[config.mk]
export PLATFORM = sky130hd
export DESIGN_NAME = seepd_ctrl
export DESIGN_NICKNAME = d
export VERILOG_FILES = /design/src/seepd_pkg.sv /design/src/seepd_ctrl.sv
export SDC_FILE = /design/constraint.sdc
export NUM_CORES = 1
export LEC_CHECK = 0
export BUFFER_PORTS_ARGS = -buffer_cell sky130_fd_sc_hd__buf_2
export CORE_AREA = 2 2 121 123
export CTS_BUF_LIST = sky130_fd_sc_hd__clkbuf_8
export CTS_CLUSTER_DIAMETER = 50
export DETAILED_ROUTE_END_ITERATION = 8
export DIE_AREA = 0 0 123 125
export SLEW_MARGIN = 10
export SYNTH_ARGS = -nofsm -noshare
export SYNTH_HDL_FRONTEND = slang
export SYNTH_SLANG_ARGS = --single-unit
export TNS_END_PERCENT = 5
[constraint.sdc]
create_clock -name sys_clk -period 3.5 [get_ports sys_clk]
set_clock_uncertainty 0.1 [all_clocks]
set_input_delay 0.525 -clock sys_clk [delete_from_list [all_inputs] [get_ports sys_clk]]
set_output_delay 0.525 -clock sys_clk [all_outputs]
set_load 0.02 [all_outputs]
[src/seepd_pkg.sv]
package seepd_pkg;
    // command codes, overridable per part
    localparam logic [7:0] OP_SET_WE = 8'h06;
    localparam logic [7:0] OP_SECT_ERASE = 8'hd8;
    localparam logic [7:0] OP_CHIP_ERASE = 8'hc7;
    localparam logic [7:0] OP_DEEP_PD = 8'hb9;
    localparam logic [7:0] OP_RELEASE_SIG = 8'hab;
    // arbitrary value
    localparam logic [7:0] SIGNATURE_DEF = 8'h5a;
    // clock and timing
    localparam int CLK_HZ = 10_000_000;
    localparam int CYC_PER_US = CLK_HZ / 1_000_000;
    localparam int T_ERASE_US = 15000;
    localparam int ERASE_CYC = T_ERASE_US * CYC_PER_US;
    localparam int POWERDOWN_SETTLE_NS = 3000;
    localparam int POWERDOWN_SETTLE_CYC = (POWERDOWN_SETTLE_NS * CYC_PER_US + 999) / 1000;
    localparam int RELEASE_DELAY_NS = 3000;
    localparam int RELEASE_DELAY_CYC = (RELEASE_DELAY_NS * CYC_PER_US + 999) / 1000;
    localparam int TMR_W = 18;
    localparam logic [TMR_W-1:0] TMR_ONE = 18'h00001;
    // frame layout
    localparam int CNT_W = 6;
    localparam logic [CNT_W-1:0] CNT_MAX = 6'h3f;
    localparam logic [CNT_W-1:0] OPC_BITS = 6'h08;
    localparam logic [CNT_W-1:0] HDR16_BITS = 6'h18;
    localparam logic [CNT_W-1:0] HDR24_BITS = 6'h20;
    localparam int ADDR_W = 24;
    localparam int SEC16_LSB = 14;
    localparam int SEC24_LSB = 15;
    // block protect codes
    localparam logic [1:0] BP_NONE = 2'h0;
    localparam logic [1:0] BP_QUARTER = 2'h1;
    localparam logic [1:0] BP_HALF = 2'h2;
    localparam logic [1:0] BP_ALL = 2'h3;
    localparam logic [1:0] SECTOR_TOP = 2'h3;
    // synchroniser lanes
    localparam int SY_CS = 0;
    localparam int SY_SCK = 1;
    localparam int SY_SI = 2;
    localparam int SY_WP = 3;
    localparam logic [3:0] SYNC_RST = 4'h9;
    localparam logic [2:0] SIG_LAST = 3'h7;

    typedef enum logic [2:0] {
        PM_STANDBY = 3'b000,
        PM_ERASE = 3'b001,
        PM_SETTLE = 3'b010,
        PM_DEEP = 3'b011,
        PM_RELEASE = 3'b100
    } seepd_pm_t;
endpackage : seepd_pkg

[src/seepd_ctrl.sv]
`timescale 1ns/1ps
module seepd_ctrl
#(
    parameter logic [7:0] OPC_SET_WE = seepd_pkg::OP_SET_WE,
    parameter logic [7:0] OPC_SE = seepd_pkg::OP_SECT_ERASE,
    parameter logic [7:0] OPC_CE = seepd_pkg::OP_CHIP_ERASE,
    parameter logic [7:0] OPC_DPD = seepd_pkg::OP_DEEP_PD,
    parameter logic [7:0] OPC_REL_SIG = seepd_pkg::OP_RELEASE_SIG,
    parameter logic [7:0] SIGNATURE = seepd_pkg::SIGNATURE_DEF,
    parameter int ERASE_CYCLES = seepd_pkg::ERASE_CYC
)
(
    // clock, reset, enable
    input wire logic sys_clk,
    input wire logic rst,
    input wire logic clk_en,
    // spi pins
    input wire logic cs_n,
    input wire logic sck,
    input wire logic si,
    input wire logic wp_n,
    output logic so_r,
    output logic so_oe_n_r,
    // status register side
    input wire logic block_protect_lo,
    input wire logic block_protect_hi,
    input wire logic protect_pin_enable,
    input wire logic low_density,
    input wire logic addr_24bit,
    input wire logic ext_busy,
    input wire logic we_latch_clear,
    output logic write_enable_latch_r,
    output logic write_busy_flag_r,
    output logic status_nv_lock_r,
    // array erase requests
    output logic erase_chip_go_r,
    output logic erase_sector_go_r,
    output logic [1:0] erase_sector_r,
    // power state
    output logic deep_powerdown_r,
    output logic lowest_power_r
);
    import seepd_pkg::*;

    localparam logic [TMR_W-1:0] ERASE_T = TMR_W'(ERASE_CYCLES);
    localparam logic [TMR_W-1:0] SETTLE_T = TMR_W'(POWERDOWN_SETTLE_CYC);
    localparam logic [TMR_W-1:0] RELEASE_T = TMR_W'(RELEASE_DELAY_CYC);

    logic [3:0] s1_r;
    logic [3:0] s2_r;
    logic sck_d_r;
    logic cs_d_r;
    logic sck_rise;
    logic sck_fall;
    logic cs_rise;
    logic cs_fall;
    logic wp_low;
    logic [1:0] bp;

    // pin synchronisers, second stage only is read
    always_ff @(posedge sys_clk or posedge rst)
    begin
        if (rst)
        begin
            s1_r <= SYNC_RST;
            s2_r <= SYNC_RST;
            sck_d_r <= 1'b0;
            cs_d_r <= 1'b1;
        end
        else if (clk_en)
        begin
            s1_r <= {wp_n, si, sck, cs_n};
            s2_r <= s1_r;
            sck_d_r <= s2_r[SY_SCK];
            cs_d_r <= s2_r[SY_CS];
        end
    end

    always_comb
    begin
        sck_rise = s2_r[SY_SCK] & ~sck_d_r;
        sck_fall = ~s2_r[SY_SCK] & sck_d_r;
        cs_rise = s2_r[SY_CS] & ~cs_d_r;
        cs_fall = ~s2_r[SY_CS] & cs_d_r;
        wp_low = ~s2_r[SY_WP];
        bp = {block_protect_hi, block_protect_lo};
    end

    seepd_pm_t pm_r;
    seepd_pm_t pm_nxt;
    logic sel_r;
    logic sel_nxt;
    logic [CNT_W-1:0] cnt_r;
    logic [CNT_W-1:0] cnt_nxt;
    logic [7:0] op_r;
    logic [7:0] op_nxt;
    logic [ADDR_W-1:0] sh_r;
    logic [ADDR_W-1:0] sh_nxt;
    logic [2:0] sig_idx_r;
    logic [2:0] sig_idx_nxt;
    logic [TMR_W-1:0] tmr_r;
    logic [TMR_W-1:0] tmr_nxt;
    logic so_nxt;
    logic so_oe_n_nxt;
    logic latch_nxt;
    logic ce_go_nxt;
    logic se_go_nxt;
    logic [1:0] sector_nxt;
    logic [CNT_W-1:0] hdr_len;
    logic [1:0] sector;
    logic sec_prot;
    logic in_dpd;
    logic busy_any;
    logic prog_ok;

    always_comb
    begin
        pm_nxt = pm_r;
        sel_nxt = sel_r;
        cnt_nxt = cnt_r;
        op_nxt = op_r;
        sh_nxt = sh_r;
        sig_idx_nxt = sig_idx_r;
        tmr_nxt = tmr_r;
        so_nxt = so_r;
        so_oe_n_nxt = so_oe_n_r;
        latch_nxt = write_enable_latch_r;
        ce_go_nxt = 1'b0;
        se_go_nxt = 1'b0;
        sector_nxt = erase_sector_r;
        hdr_len = addr_24bit ? HDR24_BITS : HDR16_BITS;
        sector = addr_24bit ? sh_r[SEC24_LSB +: 2] : sh_r[SEC16_LSB +: 2];
        // protected sectors per protect code
        sec_prot = (bp == BP_ALL) || (bp == BP_HALF && sector[1])
            || (bp == BP_QUARTER && sector == SECTOR_TOP);
        in_dpd = (pm_r == PM_SETTLE) || (pm_r == PM_DEEP);
        busy_any = (pm_r == PM_ERASE) || ext_busy;
        prog_ok = ~(low_density & wp_low);
        if (pm_r == PM_ERASE || pm_r == PM_SETTLE || pm_r == PM_RELEASE)
        begin
            tmr_nxt = tmr_r - TMR_ONE;
            if (tmr_r == TMR_ONE)
                pm_nxt = (pm_r == PM_SETTLE) ? PM_DEEP : PM_STANDBY;
        end
        // frame starts only on a select fall
        if (cs_fall)
        begin
            sel_nxt = 1'b1;
            cnt_nxt = '0;
            sig_idx_nxt = '0;
        end
        if (sel_r && sck_rise)
        begin
            if (cnt_r != CNT_MAX)
                cnt_nxt = cnt_r + 1'b1;
            if (cnt_r < OPC_BITS)
                op_nxt = {op_r[6:0], s2_r[SY_SI]};
            else
                sh_nxt = {sh_r[ADDR_W-2:0], s2_r[SY_SI]};
        end
        // signature out after the dummy address, repeating
        if (sel_r && sck_fall && op_r == OPC_REL_SIG && cnt_r >= hdr_len && !busy_any)
        begin
            so_nxt = SIGNATURE[SIG_LAST - sig_idx_r];
            so_oe_n_nxt = 1'b0;
            sig_idx_nxt = sig_idx_r + 1'b1;
        end
        if (cs_rise)
        begin
            sel_nxt = 1'b0;
            so_oe_n_nxt = 1'b1;
            if (sel_r && in_dpd)
            begin
                // only the release command is heard here
                if (op_r == OPC_REL_SIG && cnt_r >= OPC_BITS)
                begin
                    pm_nxt = PM_RELEASE;
                    tmr_nxt = RELEASE_T;
                end
            end
            else if (sel_r && pm_r == PM_STANDBY && !ext_busy)
            begin
                if (op_r == OPC_SET_WE && cnt_r == OPC_BITS && prog_ok)
                    latch_nxt = 1'b1;
                else if (op_r == OPC_CE && cnt_r == OPC_BITS && write_enable_latch_r
                    && prog_ok && bp == BP_NONE)
                begin
                    pm_nxt = PM_ERASE;
                    tmr_nxt = ERASE_T;
                    ce_go_nxt = 1'b1;
                    latch_nxt = 1'b0;
                end
                else if (op_r == OPC_SE && cnt_r == hdr_len && write_enable_latch_r
                    && prog_ok && !sec_prot)
                begin
                    pm_nxt = PM_ERASE;
                    tmr_nxt = ERASE_T;
                    se_go_nxt = 1'b1;
                    sector_nxt = sector;
                    latch_nxt = 1'b0;
                end
                else if (op_r == OPC_DPD && cnt_r == OPC_BITS)
                begin
                    pm_nxt = PM_SETTLE;
                    tmr_nxt = SETTLE_T;
                end
            end
        end
        // frame set of the latch wins over a software clear
        if (we_latch_clear && !(latch_nxt && !write_enable_latch_r))
            latch_nxt = 1'b0;
        if (!prog_ok)
            latch_nxt = 1'b0;
    end

    // power-up: standby, latch clear, output floating
    always_ff @(posedge sys_clk or posedge rst)
    begin
        if (rst)
        begin
            pm_r <= PM_STANDBY;
            sel_r <= 1'b0;
            cnt_r <= '0;
            op_r <= '0;
            sh_r <= '0;
            sig_idx_r <= '0;
            tmr_r <= '0;
            so_r <= 1'b0;
            so_oe_n_r <= 1'b1;
            write_enable_latch_r <= 1'b0;
            write_busy_flag_r <= 1'b0;
            status_nv_lock_r <= 1'b0;
            erase_chip_go_r <= 1'b0;
            erase_sector_go_r <= 1'b0;
            erase_sector_r <= '0;
            deep_powerdown_r <= 1'b0;
            lowest_power_r <= 1'b0;
        end
        else if (clk_en)
        begin
            pm_r <= pm_nxt;
            sel_r <= sel_nxt;
            cnt_r <= cnt_nxt;
            op_r <= op_nxt;
            sh_r <= sh_nxt;
            sig_idx_r <= sig_idx_nxt;
            tmr_r <= tmr_nxt;
            so_r <= so_nxt;
            so_oe_n_r <= so_oe_n_nxt;
            write_enable_latch_r <= latch_nxt;
            write_busy_flag_r <= (pm_nxt == PM_ERASE) || ext_busy;
            status_nv_lock_r <= ~low_density & protect_pin_enable & wp_low;
            erase_chip_go_r <= ce_go_nxt;
            erase_sector_go_r <= se_go_nxt;
            erase_sector_r <= sector_nxt;
            deep_powerdown_r <= (pm_nxt == PM_SETTLE) || (pm_nxt == PM_DEEP);
            lowest_power_r <= (pm_nxt == PM_DEEP);
        end
    end
endmodule : seepd_ctrl

# ---- Word-level counts from Yosys, hierarchy flattened
# Memories as Yosys holds them, arrays and structs flattened. A register that Yosys moved wholly into a read port is not among the register bits.
# Index checks and enable logic that the tools add are counted.
dict set report word_totals {
  inputBits 14
  mem_bits_ro 8
  output_inout_bits 11
  memories 1
  wordCells 165
  register_bits 76
}
dict set report op_classes {
  n_eq_ne 20
  bitwise_logic 18
  order_cmp 3
  muxes 50
  n_addsub 4
  reduce_logical 49
}
# memory depth width read_ports rd_ports_with_merged_regs wr line_no
set memory_table {}
lappend memory_table {{(no name shown)} 8 1 1 1 0 seepd_ctrl.sv:164} ;# so_nxt = SIGNATURE[SIG_LAST - sig_idx_r];
# op n
set op_table {}
lappend op_table {{$mux W18} 9}
lappend op_table {{$mux W3} 12}
lappend op_table {{$eq A8 B8 Y1 const B} 4}
lappend op_table {{$logic_and A1 B1 Y1} 24}
lappend op_table {{$mux W6} 4}
lappend op_table {{$mux W1} 23}
lappend op_table {{$eq A18 B1 Y1 const B} 1}
lappend op_table {{$sub A18 B1 Y18 const B} 1}
lappend op_table {{$eq A3 B2 Y1 const B} 4}
lappend op_table {{$not A1 Y1} 11}
lappend op_table {{$eq A8 B3 Y1 const B} 1}
lappend op_table {{$logic_or A1 B1 Y1} 8}
lappend op_table {{$reduce_and A2 Y1} 4}
lappend op_table {{$and A1 B1 Y1} 7}
lappend op_table {{$reduce_and A7 Y1} 1}
lappend op_table {{$add A6 B1 Y6 const B} 1}
lappend op_table {{$eq A2 B2 Y1 const B} 3}
lappend op_table {{$eq A3 B1 Y1 const B} 2}
lappend op_table {{$eq A6 B4 Y1 const B} 1}
lappend op_table {{$eq A6 B6 Y1} 1}
lappend op_table {{$ge A6 B4 Y1 const B} 1}
lappend op_table {{$ge A6 B6 Y1} 1}
lappend op_table {{$lt A6 B4 Y1 const B} 1}
lappend op_table {{$ne A6 B6 Y1 const B} 1}
lappend op_table {{other kinds (10)} 18}

# ---- Longest topological paths before layout
# Gate-level depths: netlist of run 1.
dict set report depth {
  depth_word 17
  mapped_depth 10
}

# ---- Worst setup path before layout of run 1
# Ideal clock, no wire load.
dict set report synth_path {
  path_type {reg2reg}
  startpoint {register tmr_r[4]}
  endpoint {register pm_r[0]}
  setup_slack_ns 0.853
  arrival_ns 2.413
  path_buffers 1
  setup_ns 0.134
  path_stages_with_launch 8
  cell_sequence {dfrtp_1 buf_6 or4_4 or4_4 nor4_2 mux2_1 o21ai_2 o21ai_0}
}
dict set report synth_between {
  elab_chain_len 10
}
# element line_no
set synth_rtl {}
lappend synth_rtl {{from (decl)} seepd_ctrl.sv:101} ;# logic [TMR_W-1:0] tmr_r;
lappend synth_rtl {{from (signal assigned)} seepd_ctrl.sv:247} ;# tmr_r <= tmr_nxt;
lappend synth_rtl {{$eq A18 B1 Y1 *} seepd_ctrl.sv:142} ;# if (tmr_r == TMR_ONE)
lappend synth_rtl {{$mux W3 *} seepd_ctrl.sv:142}
lappend synth_rtl {{$mux W3 *} seepd_ctrl.sv:139} ;# if (pm_r == PM_ERASE || pm_r == PM_SETTLE || pm_r == PM_RELEASE)
lappend synth_rtl {{$mux W3} seepd_ctrl.sv:202} ;# else if (op_r == OPC_DPD && cnt_r == OPC_BITS)
lappend synth_rtl {{$mux W3} seepd_ctrl.sv:193} ;# else if (op_r == OPC_SE && cnt_r == hdr_len && write_enable_latch_r
lappend synth_rtl {{$mux W3} seepd_ctrl.sv:185} ;# else if (op_r == OPC_CE && cnt_r == OPC_BITS && write_enable_latch_r
lappend synth_rtl {{$mux W3} seepd_ctrl.sv:183} ;# if (op_r == OPC_SET_WE && cnt_r == OPC_BITS && prog_ok)
lappend synth_rtl {{$mux W3} seepd_ctrl.sv:181} ;# else if (sel_r && pm_r == PM_STANDBY && !ext_busy)
lappend synth_rtl {{$mux W3} seepd_ctrl.sv:172} ;# if (sel_r && in_dpd)
lappend synth_rtl {{$mux W3 *} seepd_ctrl.sv:168} ;# if (cs_rise)
lappend synth_rtl {{to (signal assigned)} seepd_ctrl.sv:241} ;# pm_r <= pm_nxt;
lappend synth_rtl {{to (decl)} seepd_ctrl.sv:89} ;# seepd_pm_t pm_r;
# Mark *: on every way between the ends. The rest lies on a longest branch, timed or not.
# A chain may end at the register's enable or synchronous reset.

# ---- Worst setup path after layout of run 1
# Same ends and word-level chain as after synthesis.

==> metrics.txt, run 1 <==
# TYPE chip_impl_metric gauge
chip_impl_info{name="cts-root-buf",value="sky130_fd_sc_hd__clkbuf_8"} 1
chip_impl_info{name="netlist_top_cells_count",value="71 x sky130_fd_sc_hd__dfrtp_1, 37 x sky130_fd_sc_hd__o21ai_0, 35 x sky130_fd_sc_hd__mux2_2, 35 x sky130_fd_sc_hd__nand2_1"} 1
chip_impl_info{name="worstHoldPathType",value="primary input to async pin"} 1
chip_impl_metric{name="synth_fa_ha_area_share",unit="%"} 3.125
chip_impl_metric{name="synth_area_per_cell",unit="um^2"} 10.21
chip_impl_metric{name="initial_utilization",unit="%"} 28.19
chip_impl_info{name="critical_path_endpoint_category",value="flip-flop"} 1
chip_impl_metric{name="antenna_found_initial",unit=""} 0
chip_impl_metric{name="place.detailed.hpwl",unit="um"} 6182
chip_impl_metric{name="vias_per_cell",unit=""} 5.079
chip_impl_metric{name="io_buffers",unit=""} 24
chip_impl_metric{name="clock_insertion_delay_worst_skew",unit="ps"} 350
chip_impl_info{name="synth_top_family_by_area",value="simple AND/OR/NAND/NOR gates"} 1
chip_impl_metric{name="dr.pass1.iters",unit=""} 4
chip_impl_metric{name="die_h",unit="um"} 125
chip_impl_metric{name="cts_repair_resize_count",unit=""} 0
chip_impl_metric{name="fillerInstances",unit=""} 1501
chip_impl_metric{name="clkSlewWorstSetupHoldPaths",unit="ps"} 90
chip_impl_metric{name="ys_seq_area_share",unit="%"} 48.31
chip_impl_metric{name="ir_worst_vdd",unit="V"} 0.0002271
chip_impl_metric{name="final_max_slew_viol_count",unit=""} 0
chip_impl_metric{name="critical_path_maximum_fanout",unit=""} 9
chip_impl_metric{name="placementRows",unit=""} 44
chip_impl_metric{name="synthMuxAreaShare",unit="%"} 10.88
chip_impl_metric{name="share_of_the_synthesized_area_in_the_top_cell_type",unit="%"} 44.38
chip_impl_metric{name="report.power.total",unit="W"} 0.002099
chip_impl_metric{name="grt_start_max_net_pins",unit=""} 46
chip_impl_metric{name="max_cap_violations",unit=""} 0
chip_impl_metric{name="post_layout_minimum_cycle_time",unit="ps"} 2786
chip_impl_metric{name="syn-instance-count",unit=""} 392
chip_impl_metric{name="drive_gt1_share",unit="%"} 23.64
chip_impl_metric{name="cts-htree-levels",unit=""} 3
chip_impl_metric{name="count_of_flip_flops_with_a_built_in_enable_after_synthesis",unit=""} 0
chip_impl_metric{name="final_period_utilization",unit="%"} 79.59
chip_impl_info{name="ys.flop_type",value="sky130_fd_sc_hd__dfrtp_1"} 1
chip_impl_metric{name="area_occupied_by_multi_input_gates",unit="mm^2"} 0.001933
chip_impl_metric{name="grt_first_pass_wirelength",unit="um"} 14900
chip_impl_metric{name="numCtsBuffers",unit=""} 9
chip_impl_metric{name="synth_compound_area_share",unit="%"} 15.50
chip_impl_info{name="start_kind",value="flip-flop"} 1
chip_impl_info{name="critPathKind",value="flip-flop to flip-flop"} 1
chip_impl_metric{name="netlist-cell-type-count",unit=""} 65
chip_impl_metric{name="grt_overflow_total",unit=""} 0
chip_impl_metric{name="instances_no_fill",unit=""} 607
chip_impl_metric{name="design.core.area",unit="mm^2"} 0.01420
chip_impl_metric{name="static-leakage-power",unit="nW"} 2.007
chip_impl_metric{name="post_synth_xor_area_fraction",unit="%"} 0.4375
chip_impl_metric{name="timing.slew.headroom",unit="%"} 51.97
chip_impl_metric{name="cts.sinks",unit=""} 77
chip_impl_metric{name="cts.repair_timing.setup_buffer_count",unit=""} 0
chip_impl_metric{name="track_usage",unit="%"} 12.08
chip_impl_metric{name="setup_viol",unit=""} 0
chip_impl_metric{name="worst_slew_pin_slew",unit="ps"} 715.7
chip_impl_metric{name="yosysWarnings",unit=""} 0
chip_impl_metric{name="fp.dieArea",unit="mm^2"} 0.01538
chip_impl_metric{name="postSynthRegisterBits",unit=""} 77
chip_impl_metric{name="area_growth_syn_to_layout",unit="%"} 13.28
chip_impl_metric{name="finalHoldViolCount",unit=""} 0
chip_impl_metric{name="power_density",unit="mW/mm^2"} 462.7
chip_impl_metric{name="die_width",unit="um"} 123
chip_impl_metric{name="gp_congestion",unit=""} 0.7877
chip_impl_metric{name="first_iteration_detailed_routing_drc_count",unit=""} 175
chip_impl_info{name="outcome",value="completed"} 1
chip_impl_metric{name="placed_cells_incl_taps",unit=""} 591
chip_impl_metric{name="clock_tree.buffer_depth",unit=""} 2
chip_impl_metric{name="first_global_vias",unit=""} 3080
chip_impl_info{name="ys_top_cells_by_area",value="sky130_fd_sc_hd__dfrtp_1 44%, sky130_fd_sc_hd__mux2_2 9.8%, sky130_fd_sc_hd__o21ai_0 4.6%, sky130_fd_sc_hd__dfstp_2 3.9%, sky130_fd_sc_hd__nand2_1 3.3%"} 1
chip_impl_metric{name="routed_wire_length",unit="um"} 8697
chip_impl_metric{name="antennaDiodeCount",unit=""} 0
chip_impl_metric{name="setup_tns",unit="ps"} 0
chip_impl_metric{name="synth_area",unit="mm^2"} 0.004004
chip_impl_metric{name="drt-wirelength-per-cell",unit="um"} 14.33
chip_impl_metric{name="mappedNetlistNets",unit=""} 416
chip_impl_metric{name="fmax",unit="MHz"} 359.0
chip_impl_metric{name="cts_hold_buffers",unit=""} 0
chip_impl_metric{name="ant_nets",unit=""} 0
chip_impl_metric{name="ios",unit=""} 25
chip_impl_info{name="cts_tree",value="built"} 1
chip_impl_metric{name="seq_area",unit="mm^2"} 0.001934
chip_impl_info{name="synthMostInstantiatedCell",value="sky130_fd_sc_hd__dfrtp_1"} 1
chip_impl_metric{name="post_synth_and_or_nand_nor_area_fraction",unit="%"} 18.22
chip_impl_info{name="top_cell_type_by_total_area_after_synthesis",value="sky130_fd_sc_hd__dfrtp_1"} 1
chip_impl_info{name="grt_setup_unrepaired",value="false"} 1
chip_impl_metric{name="routed-via-count",unit=""} 3083
chip_impl_metric{name="final_util",unit="%"} 31.93
chip_impl_metric{name="critPathArrivalTime",unit="ps"} 2910
chip_impl_metric{name="nets",unit=""} 442
chip_impl_metric{name="ys_async_sr_fraction",unit="%"} 100.0
chip_impl_metric{name="cp.required",unit="ps"} 3630
chip_impl_metric{name="detail_route.drc_violations",unit=""} 0
-- kinds of logic after synthesis --
group / after synthesis
AOI/OAI and AO/OA: 94
xor gates and xnor gates: 2
adders and majority gates: 10
buffers and inverters: 35
DFF: 77
muxes: 39
and+or+nand+nor: 135
-- area by class of cell --
class / count / area share (%)
inverter: 21 / 1.738
sequential: 77 / 42.65
timing repair buffer: 29 / 3.752
tap: 184 / 5.076
clock inverter: 7 / 1.434
clock buffer: 9 / 2.731
multi-input combinational: 280 / 42.62
-- through the flow --
step           worst slack, ps  hold slack, ps  cell area, um^2
6_report                 714.2           166.3             4536
5_1_grt                  604.1           208.9             4536
4_1_cts                  695.0           191.0             4536
3_5_place_dp             748.1           372.5             4347
3_3_place_gp             780.6           363.9             4347
2_1_floorplan            852.9           364.7             4004
-- registers in the layout, summed over array words and instances, names as in the netlist, 2 cells and up --
signal / cells
tmr_r: 18
sh_r: 17
op_r: 8
cnt_r: 6
s1_r: 4
s2_r: 4
pm_r: 3
sig_idx_r: 3
erase_sector_r: 2
-- final timing paths --
| check | startpoint | end | slack [ps] | cells past startpoint |
|---|---|---|---|---|
| hold reg to reg | s1_r[0] | s2_r[0] | 380 | 2 |
| hold / removal | rst | sh_r[1] | 170 | 2 |
| setup reg to reg | tmr_r[4] | pm_r[0] | 710 | 6 |
| setup / recovery | tmr_r[4] | pm_r[0] | 710 | 6 |
| max in group asynchronous | rst | s1_r[0] | 2400 | 3 |
| min in group sys_clk | wp_n | s1_r[3] | 300 | 2 |
-- per-layer routing --
metal	share of wire, %	wire, um	track usage [%]
met1	43	3739	14.64
met3	4.4	383	2.828
met5	0	0	0
met4	1.2	107	3.810
met2	51	4467	20.99
-- report_power, final --
group | total, W | internal (W) | switching [W]
clock | 0.000649 | 0.000275 | 0.000374
combinational | 0.000342 | 0.000154 | 0.000187
sequential | 0.00111 | 0.000991 | 0.000117
total | 0.00210 | 0.00142 | 0.000678
-- worst max-delay path, stage by stage (launching register included) --
cell and delay [ps]:
sky130_fd_sc_hd__dfrtp_1 470, sky130_fd_sc_hd__or4_4 600, sky130_fd_sc_hd__or4_4 560, sky130_fd_sc_hd__nor4_2 290
sky130_fd_sc_hd__mux2_1 360, sky130_fd_sc_hd__o21ai_2 170, sky130_fd_sc_hd__o21ai_0 110
-- cell usage in the layout, fill, tap and decap left out, types with 3 or more instances in the layout --
cell type	n
sky130_fd_sc_hd__dfrtp_1	71
sky130_fd_sc_hd__o21ai_0	37
sky130_fd_sc_hd__nand2_1	35
sky130_fd_sc_hd__mux2_2	35
sky130_fd_sc_hd__buf_2	24
sky130_fd_sc_hd__nor2_1	20
sky130_fd_sc_hd__inv_1	19
sky130_fd_sc_hd__nor3_1	14
sky130_fd_sc_hd__nand3_1	14
sky130_fd_sc_hd__a21oi_1	10
sky130_fd_sc_hd__ha_1	10
sky130_fd_sc_hd__a22o_1	9
sky130_fd_sc_hd__clkbuf_8	9
sky130_fd_sc_hd__nand4_1	6
sky130_fd_sc_hd__dfstp_2	6
sky130_fd_sc_hd__nand2b_1	5
sky130_fd_sc_hd__nor4_1	5
sky130_fd_sc_hd__nor2b_1	4
sky130_fd_sc_hd__o21a_1	4
sky130_fd_sc_hd__o31ai_1	4
sky130_fd_sc_hd__or2_2	4
sky130_fd_sc_hd__buf_4	4
sky130_fd_sc_hd__nor4b_1	3
sky130_fd_sc_hd__or3_1	3
sky130_fd_sc_hd__o21ai_1	3
sky130_fd_sc_hd__and3_1	3
sky130_fd_sc_hd__mux2i_1	3
Note: power is estimated with default switching activity, not from simulation.
==> inputs of run 2 (changes only) <==
--- a/config.mk
+++ b/config.mk
@@ -5,12 +5,13 @@
 export SDC_FILE = /design/constraint.sdc
 export NUM_CORES = 1
 export LEC_CHECK = 0
+export ABC_AREA = 1
 export BUFFER_PORTS_ARGS = -buffer_cell sky130_fd_sc_hd__buf_2
-export CORE_AREA = 2 2 121 123
+export CORE_AREA = 2 2 125 127
 export CTS_BUF_LIST = sky130_fd_sc_hd__clkbuf_8
 export CTS_CLUSTER_DIAMETER = 50
 export DETAILED_ROUTE_END_ITERATION = 8
-export DIE_AREA = 0 0 123 125
+export DIE_AREA = 0 0 127 129
 export SLEW_MARGIN = 10
 export SYNTH_ARGS = -nofsm -noshare
 export SYNTH_HDL_FRONTEND = slang
==> constraint.sdc (replaced) <==
create_clock -name sys_clk -period 2.3 [get_ports sys_clk]
set_clock_uncertainty 0.1 [all_clocks]
set_input_delay 0.345 -clock sys_clk [delete_from_list [all_inputs] [get_ports sys_clk]]
set_output_delay 0.345 -clock sys_clk [all_outputs]
set_load 0.02 [all_outputs]
==> run 2 against run 1 <==
Compared with the run above:
- via count increased by 14%
- sequential power increased by 83%
- largest power group unchanged
- sequential share of layout area decreased by 2.8 points
- critical path depth increased by 1
- power increased by 110%
- non-clock buffer count increased by 2
- fmax increased by 47%
- setup slack got worse by 310 ps
- clock-buffer cell count unchanged
- final cell count increased by 30%
- area after synthesis increased by 7.8%
- routed wire length increased by 9.1%
==> metrics.txt, run 2 <==
# TYPE chip_impl_metric gauge
chip_impl_info{name="outcome",value="completed"} 1
chip_impl_metric{name="ir_worst_vdd",unit="V"} 0.0004583
chip_impl_metric{name="initial_utilization",unit="%"} 28.81
chip_impl_metric{name="drive_gt1_share",unit="%"} 14.67
chip_impl_metric{name="gp_congestion",unit=""} 0.8554
chip_impl_metric{name="routed_wire_length",unit="um"} 9492
chip_impl_metric{name="groute.layer.met2.usage",unit="%"} 18.85
chip_impl_metric{name="detail_route.drc_violations",unit=""} 0
chip_impl_metric{name="final_max_slew_viol_count",unit=""} 0
chip_impl_metric{name="count_of_flip_flops_with_a_built_in_enable_after_synthesis",unit=""} 0
chip_impl_info{name="reg_top3",value="tmr_r x18, sh_r x17, op_r x8"} 1
chip_impl_metric{name="antenna_found_initial",unit=""} 0
chip_impl_metric{name="ys_async_sr_fraction",unit="%"} 100.0
chip_impl_metric{name="io_buffers",unit=""} 24
chip_impl_metric{name="fp.dieArea",unit="mm^2"} 0.01638
chip_impl_metric{name="critPathArrivalTime",unit="ps"} 2100
chip_impl_metric{name="postSynthRegisterBits",unit=""} 77
chip_impl_metric{name="routed-via-count",unit=""} 3511
chip_impl_metric{name="combinationalPowerShare",unit="%"} 30.9
chip_impl_metric{name="synth_area",unit="mm^2"} 0.004315
chip_impl_info{name="top_cell_type_by_total_area_after_synthesis",value="sky130_fd_sc_hd__dfrtp_1"} 1
chip_impl_metric{name="placementRows",unit=""} 45
chip_impl_metric{name="die_width",unit="um"} 127
chip_impl_metric{name="largest_reg_flops",unit=""} 18
chip_impl_metric{name="cp.required",unit="ps"} 2500
chip_impl_metric{name="dr.pass1.iters",unit=""} 4
chip_impl_info{name="critical_path_endpoint_category",value="flip-flop"} 1
chip_impl_metric{name="ant_nets",unit=""} 0
chip_impl_metric{name="first_iteration_detailed_routing_drc_count",unit=""} 161
chip_impl_info{name="start_kind",value="flip-flop"} 1
chip_impl_metric{name="fmax",unit="MHz"} 526.4
chip_impl_metric{name="clkSlewWorstSetupHoldPaths",unit="ps"} 100
chip_impl_metric{name="share_of_the_synthesized_area_in_the_top_cell_type",unit="%"} 41.17
chip_impl_metric{name="grtUsageMet1",unit="%"} 18.31
chip_impl_metric{name="p_int",unit="W"} 0.002601
chip_impl_metric{name="finalHoldViolCount",unit=""} 0
chip_impl_metric{name="ys_seq_area_share",unit="%"} 44.82
chip_impl_metric{name="setup_tns",unit="ps"} 0
chip_impl_metric{name="worst_slew_pin_slew",unit="ps"} 570.4
chip_impl_info{name="synthMostInstantiatedCell",value="sky130_fd_sc_hd__nand2_1"} 1
chip_impl_metric{name="max_cap_violations",unit=""} 0
chip_impl_metric{name="postLayoutSetupSlackWorst",unit="ps"} 400.1
chip_impl_info{name="biggest_register",value="tmr_r"} 1
chip_impl_metric{name="dp_slack",unit="ps"} 201.3
chip_impl_metric{name="vias_per_cell",unit=""} 4.456
chip_impl_metric{name="antennaDiodeCount",unit=""} 0
chip_impl_metric{name="instances_no_fill",unit=""} 788
chip_impl_info{name="critPathKind",value="flip-flop to flip-flop"} 1
chip_impl_metric{name="power.share.sequential",unit="%"} 47.0
chip_impl_metric{name="cts.sinks",unit=""} 77
chip_impl_info{name="grt_setup_unrepaired",value="false"} 1
chip_impl_info{name="cts_tree",value="built"} 1
chip_impl_metric{name="static-leakage-power",unit="nW"} 2.448
chip_impl_metric{name="global_routing_usage_on_met3",unit="%"} 2.328
chip_impl_metric{name="syn-instance-count",unit=""} 567
chip_impl_metric{name="drt-wirelength-per-cell",unit="um"} 12.05
chip_impl_metric{name="track_usage",unit="%"} 12.80
chip_impl_metric{name="numCtsBuffers",unit=""} 9
chip_impl_metric{name="grt_start_max_net_pins",unit=""} 47
chip_impl_metric{name="die_h",unit="um"} 129
chip_impl_info{name="ys.flop_type",value="sky130_fd_sc_hd__dfrtp_1"} 1
chip_impl_metric{name="placed_cells_incl_taps",unit=""} 771
chip_impl_info{name="ys_top_cells_by_area",value="sky130_fd_sc_hd__dfrtp_1 41%, sky130_fd_sc_hd__nand2_1 14%, sky130_fd_sc_hd__inv_1 5.7%, sky130_fd_sc_hd__nor2_1 5.5%, sky130_fd_sc_hd__nand3_1 4.8%"} 1
chip_impl_metric{name="grt_first_pass_wirelength",unit="um"} 16640
chip_impl_metric{name="grt_overflow_total",unit=""} 0
chip_impl_metric{name="clock_insertion_delay_worst_skew",unit="ps"} 380
chip_impl_metric{name="setup_viol",unit=""} 0
chip_impl_metric{name="first_global_vias",unit=""} 3361
chip_impl_metric{name="yosysWarnings",unit=""} 0
chip_impl_metric{name="clock_tree.buffer_depth",unit=""} 2
chip_impl_info{name="final_common_cell",value="sky130_fd_sc_hd__nand2_1"} 1
chip_impl_info{name="layout.cells.most_common_list",value="165 x sky130_fd_sc_hd__nand2_1, 71 x sky130_fd_sc_hd__dfrtp_1, 65 x sky130_fd_sc_hd__inv_1"} 1
chip_impl_metric{name="power.share.switching",unit="%"} 39.86
chip_impl_info{name="netlist_top_cells_count",value="165 x sky130_fd_sc_hd__nand2_1, 71 x sky130_fd_sc_hd__dfrtp_1, 65 x sky130_fd_sc_hd__inv_1"} 1
chip_impl_metric{name="final_period_utilization",unit="%"} 82.60
chip_impl_metric{name="power_density",unit="mW/mm^2"} 891.9
chip_impl_metric{name="place.detailed.hpwl",unit="um"} 6943
chip_impl_metric{name="ios",unit=""} 25
chip_impl_info{name="worstHoldPathType",value="primary input to flip-flop"} 1
chip_impl_metric{name="nets",unit=""} 619
chip_impl_metric{name="synth_area_per_cell",unit="um^2"} 7.611
chip_impl_metric{name="switchingPower",unit="W"} 0.001724
chip_impl_metric{name="post_layout_minimum_cycle_time",unit="ps"} 1900
chip_impl_metric{name="design.core.area",unit="mm^2"} 0.01498
chip_impl_metric{name="worst_hold_slack",unit="ps"} 58.94
chip_impl_metric{name="mappedNetlistNets",unit=""} 591
chip_impl_metric{name="netlist-cell-type-count",unit=""} 43
chip_impl_info{name="grt-busiest-layer",value="met2"} 1
chip_impl_metric{name="timing.slew.headroom",unit="%"} 61.93
chip_impl_metric{name="cts-htree-levels",unit=""} 3
chip_impl_info{name="cts-root-buf",value="sky130_fd_sc_hd__clkbuf_8"} 1
chip_impl_metric{name="power.clock.fraction",unit="%"} 22.2
chip_impl_metric{name="critical_path_maximum_fanout",unit=""} 11
chip_impl_metric{name="area_growth_syn_to_layout",unit="%"} 12.38
chip_impl_metric{name="cts.repair_timing.setup_buffer_count",unit=""} 0
run 2: critical path, stage by stage (launching register included):
cell and delay (ps):
sky130_fd_sc_hd__dfstp_2 540, sky130_fd_sc_hd__inv_1 50, sky130_fd_sc_hd__ha_1 230, sky130_fd_sc_hd__inv_1 170
sky130_fd_sc_hd__o21ai_2 100, sky130_fd_sc_hd__nor2_2 450, sky130_fd_sc_hd__nand2_1 90, sky130_fd_sc_hd__o21ai_1 100
run 2: per-layer routing:
metal / part of all wire (%) / vias to the layer above
met5: 0 / -
met4: 1.9 / 0
met3: 3.6 / 11
met2: 42 / 56
met1: 53 / 1590
li1: - / 1854
run 2: power groups by stage:
stage / registers, W / logic [W] / clock network [W]
3_5_place_dp: 0.00206 / 0.00134 / 0
4_1_cts: 0.00204 / 0.00135 / 0.000990
5_1_grt: 0.00209 / 0.00155 / 0.00104
3_3_place_gp: 0.00205 / 0.00132 / 0
2_1_floorplan: 0.00199 / 0.00109 / 0
6_report: 0.00203 / 0.00133 / 0.000959
run 2: cell type report:
cell class	instances	area, um^2
Timing Repair Buffer	31	200.2
Fill cell	1634	10130
Tap cell	188	235.2
Multi-Input combinational cell	407	2043
Inverter	69	262.8
Clock buffer	9	123.9
Sequential cell	77	1934
Clock inverter	7	50.05
run 2: metrics by stage:
step	cell area (um^2)	utilization [%]	total power [W]
2_1_floorplan	4319	-	0.003075
3_3_place_gp	4663	31.14	0.003371
3_5_place_dp	4663	31.14	0.003395
4_1_cts	4847	32.36	0.004370
5_1_grt	4850	32.38	0.004688
6_report	4850	32.38	0.004325
run 2: logic make-up after synthesis:
group	after synthesis	synth area share, %
simple gates	307	31.37
xor+xnor	13	2.638
mux	2	0.4639
flops	77	44.82
fa+ha+maj	10	2.899
buf+inv	83	7.886
compound gates	75	9.916
run 2: what timing repair did:
action                     in CTS  in global routing
hold endpoints to repair       71                  0
gates resized for setup         0                  1
hold buffers                    1                  0
setup endpoints to repair       0                  9
run 2: final timing paths:
check                           endpoint  slack (ps)  cells after the start     from
min in group asynchronous       cnt_r[0]         470                      4      rst
worst max register to register   pm_r[0]         400                      7   cs_d_r
worst min register to register   s1_r[3]         370                      2  s1_r[3]
max in group asynchronous        s1_r[0]        1290                      4      rst
worst max-delay path             pm_r[0]         400                      7   cs_d_r
worst min-delay path             s1_r[3]          60                      3     wp_n
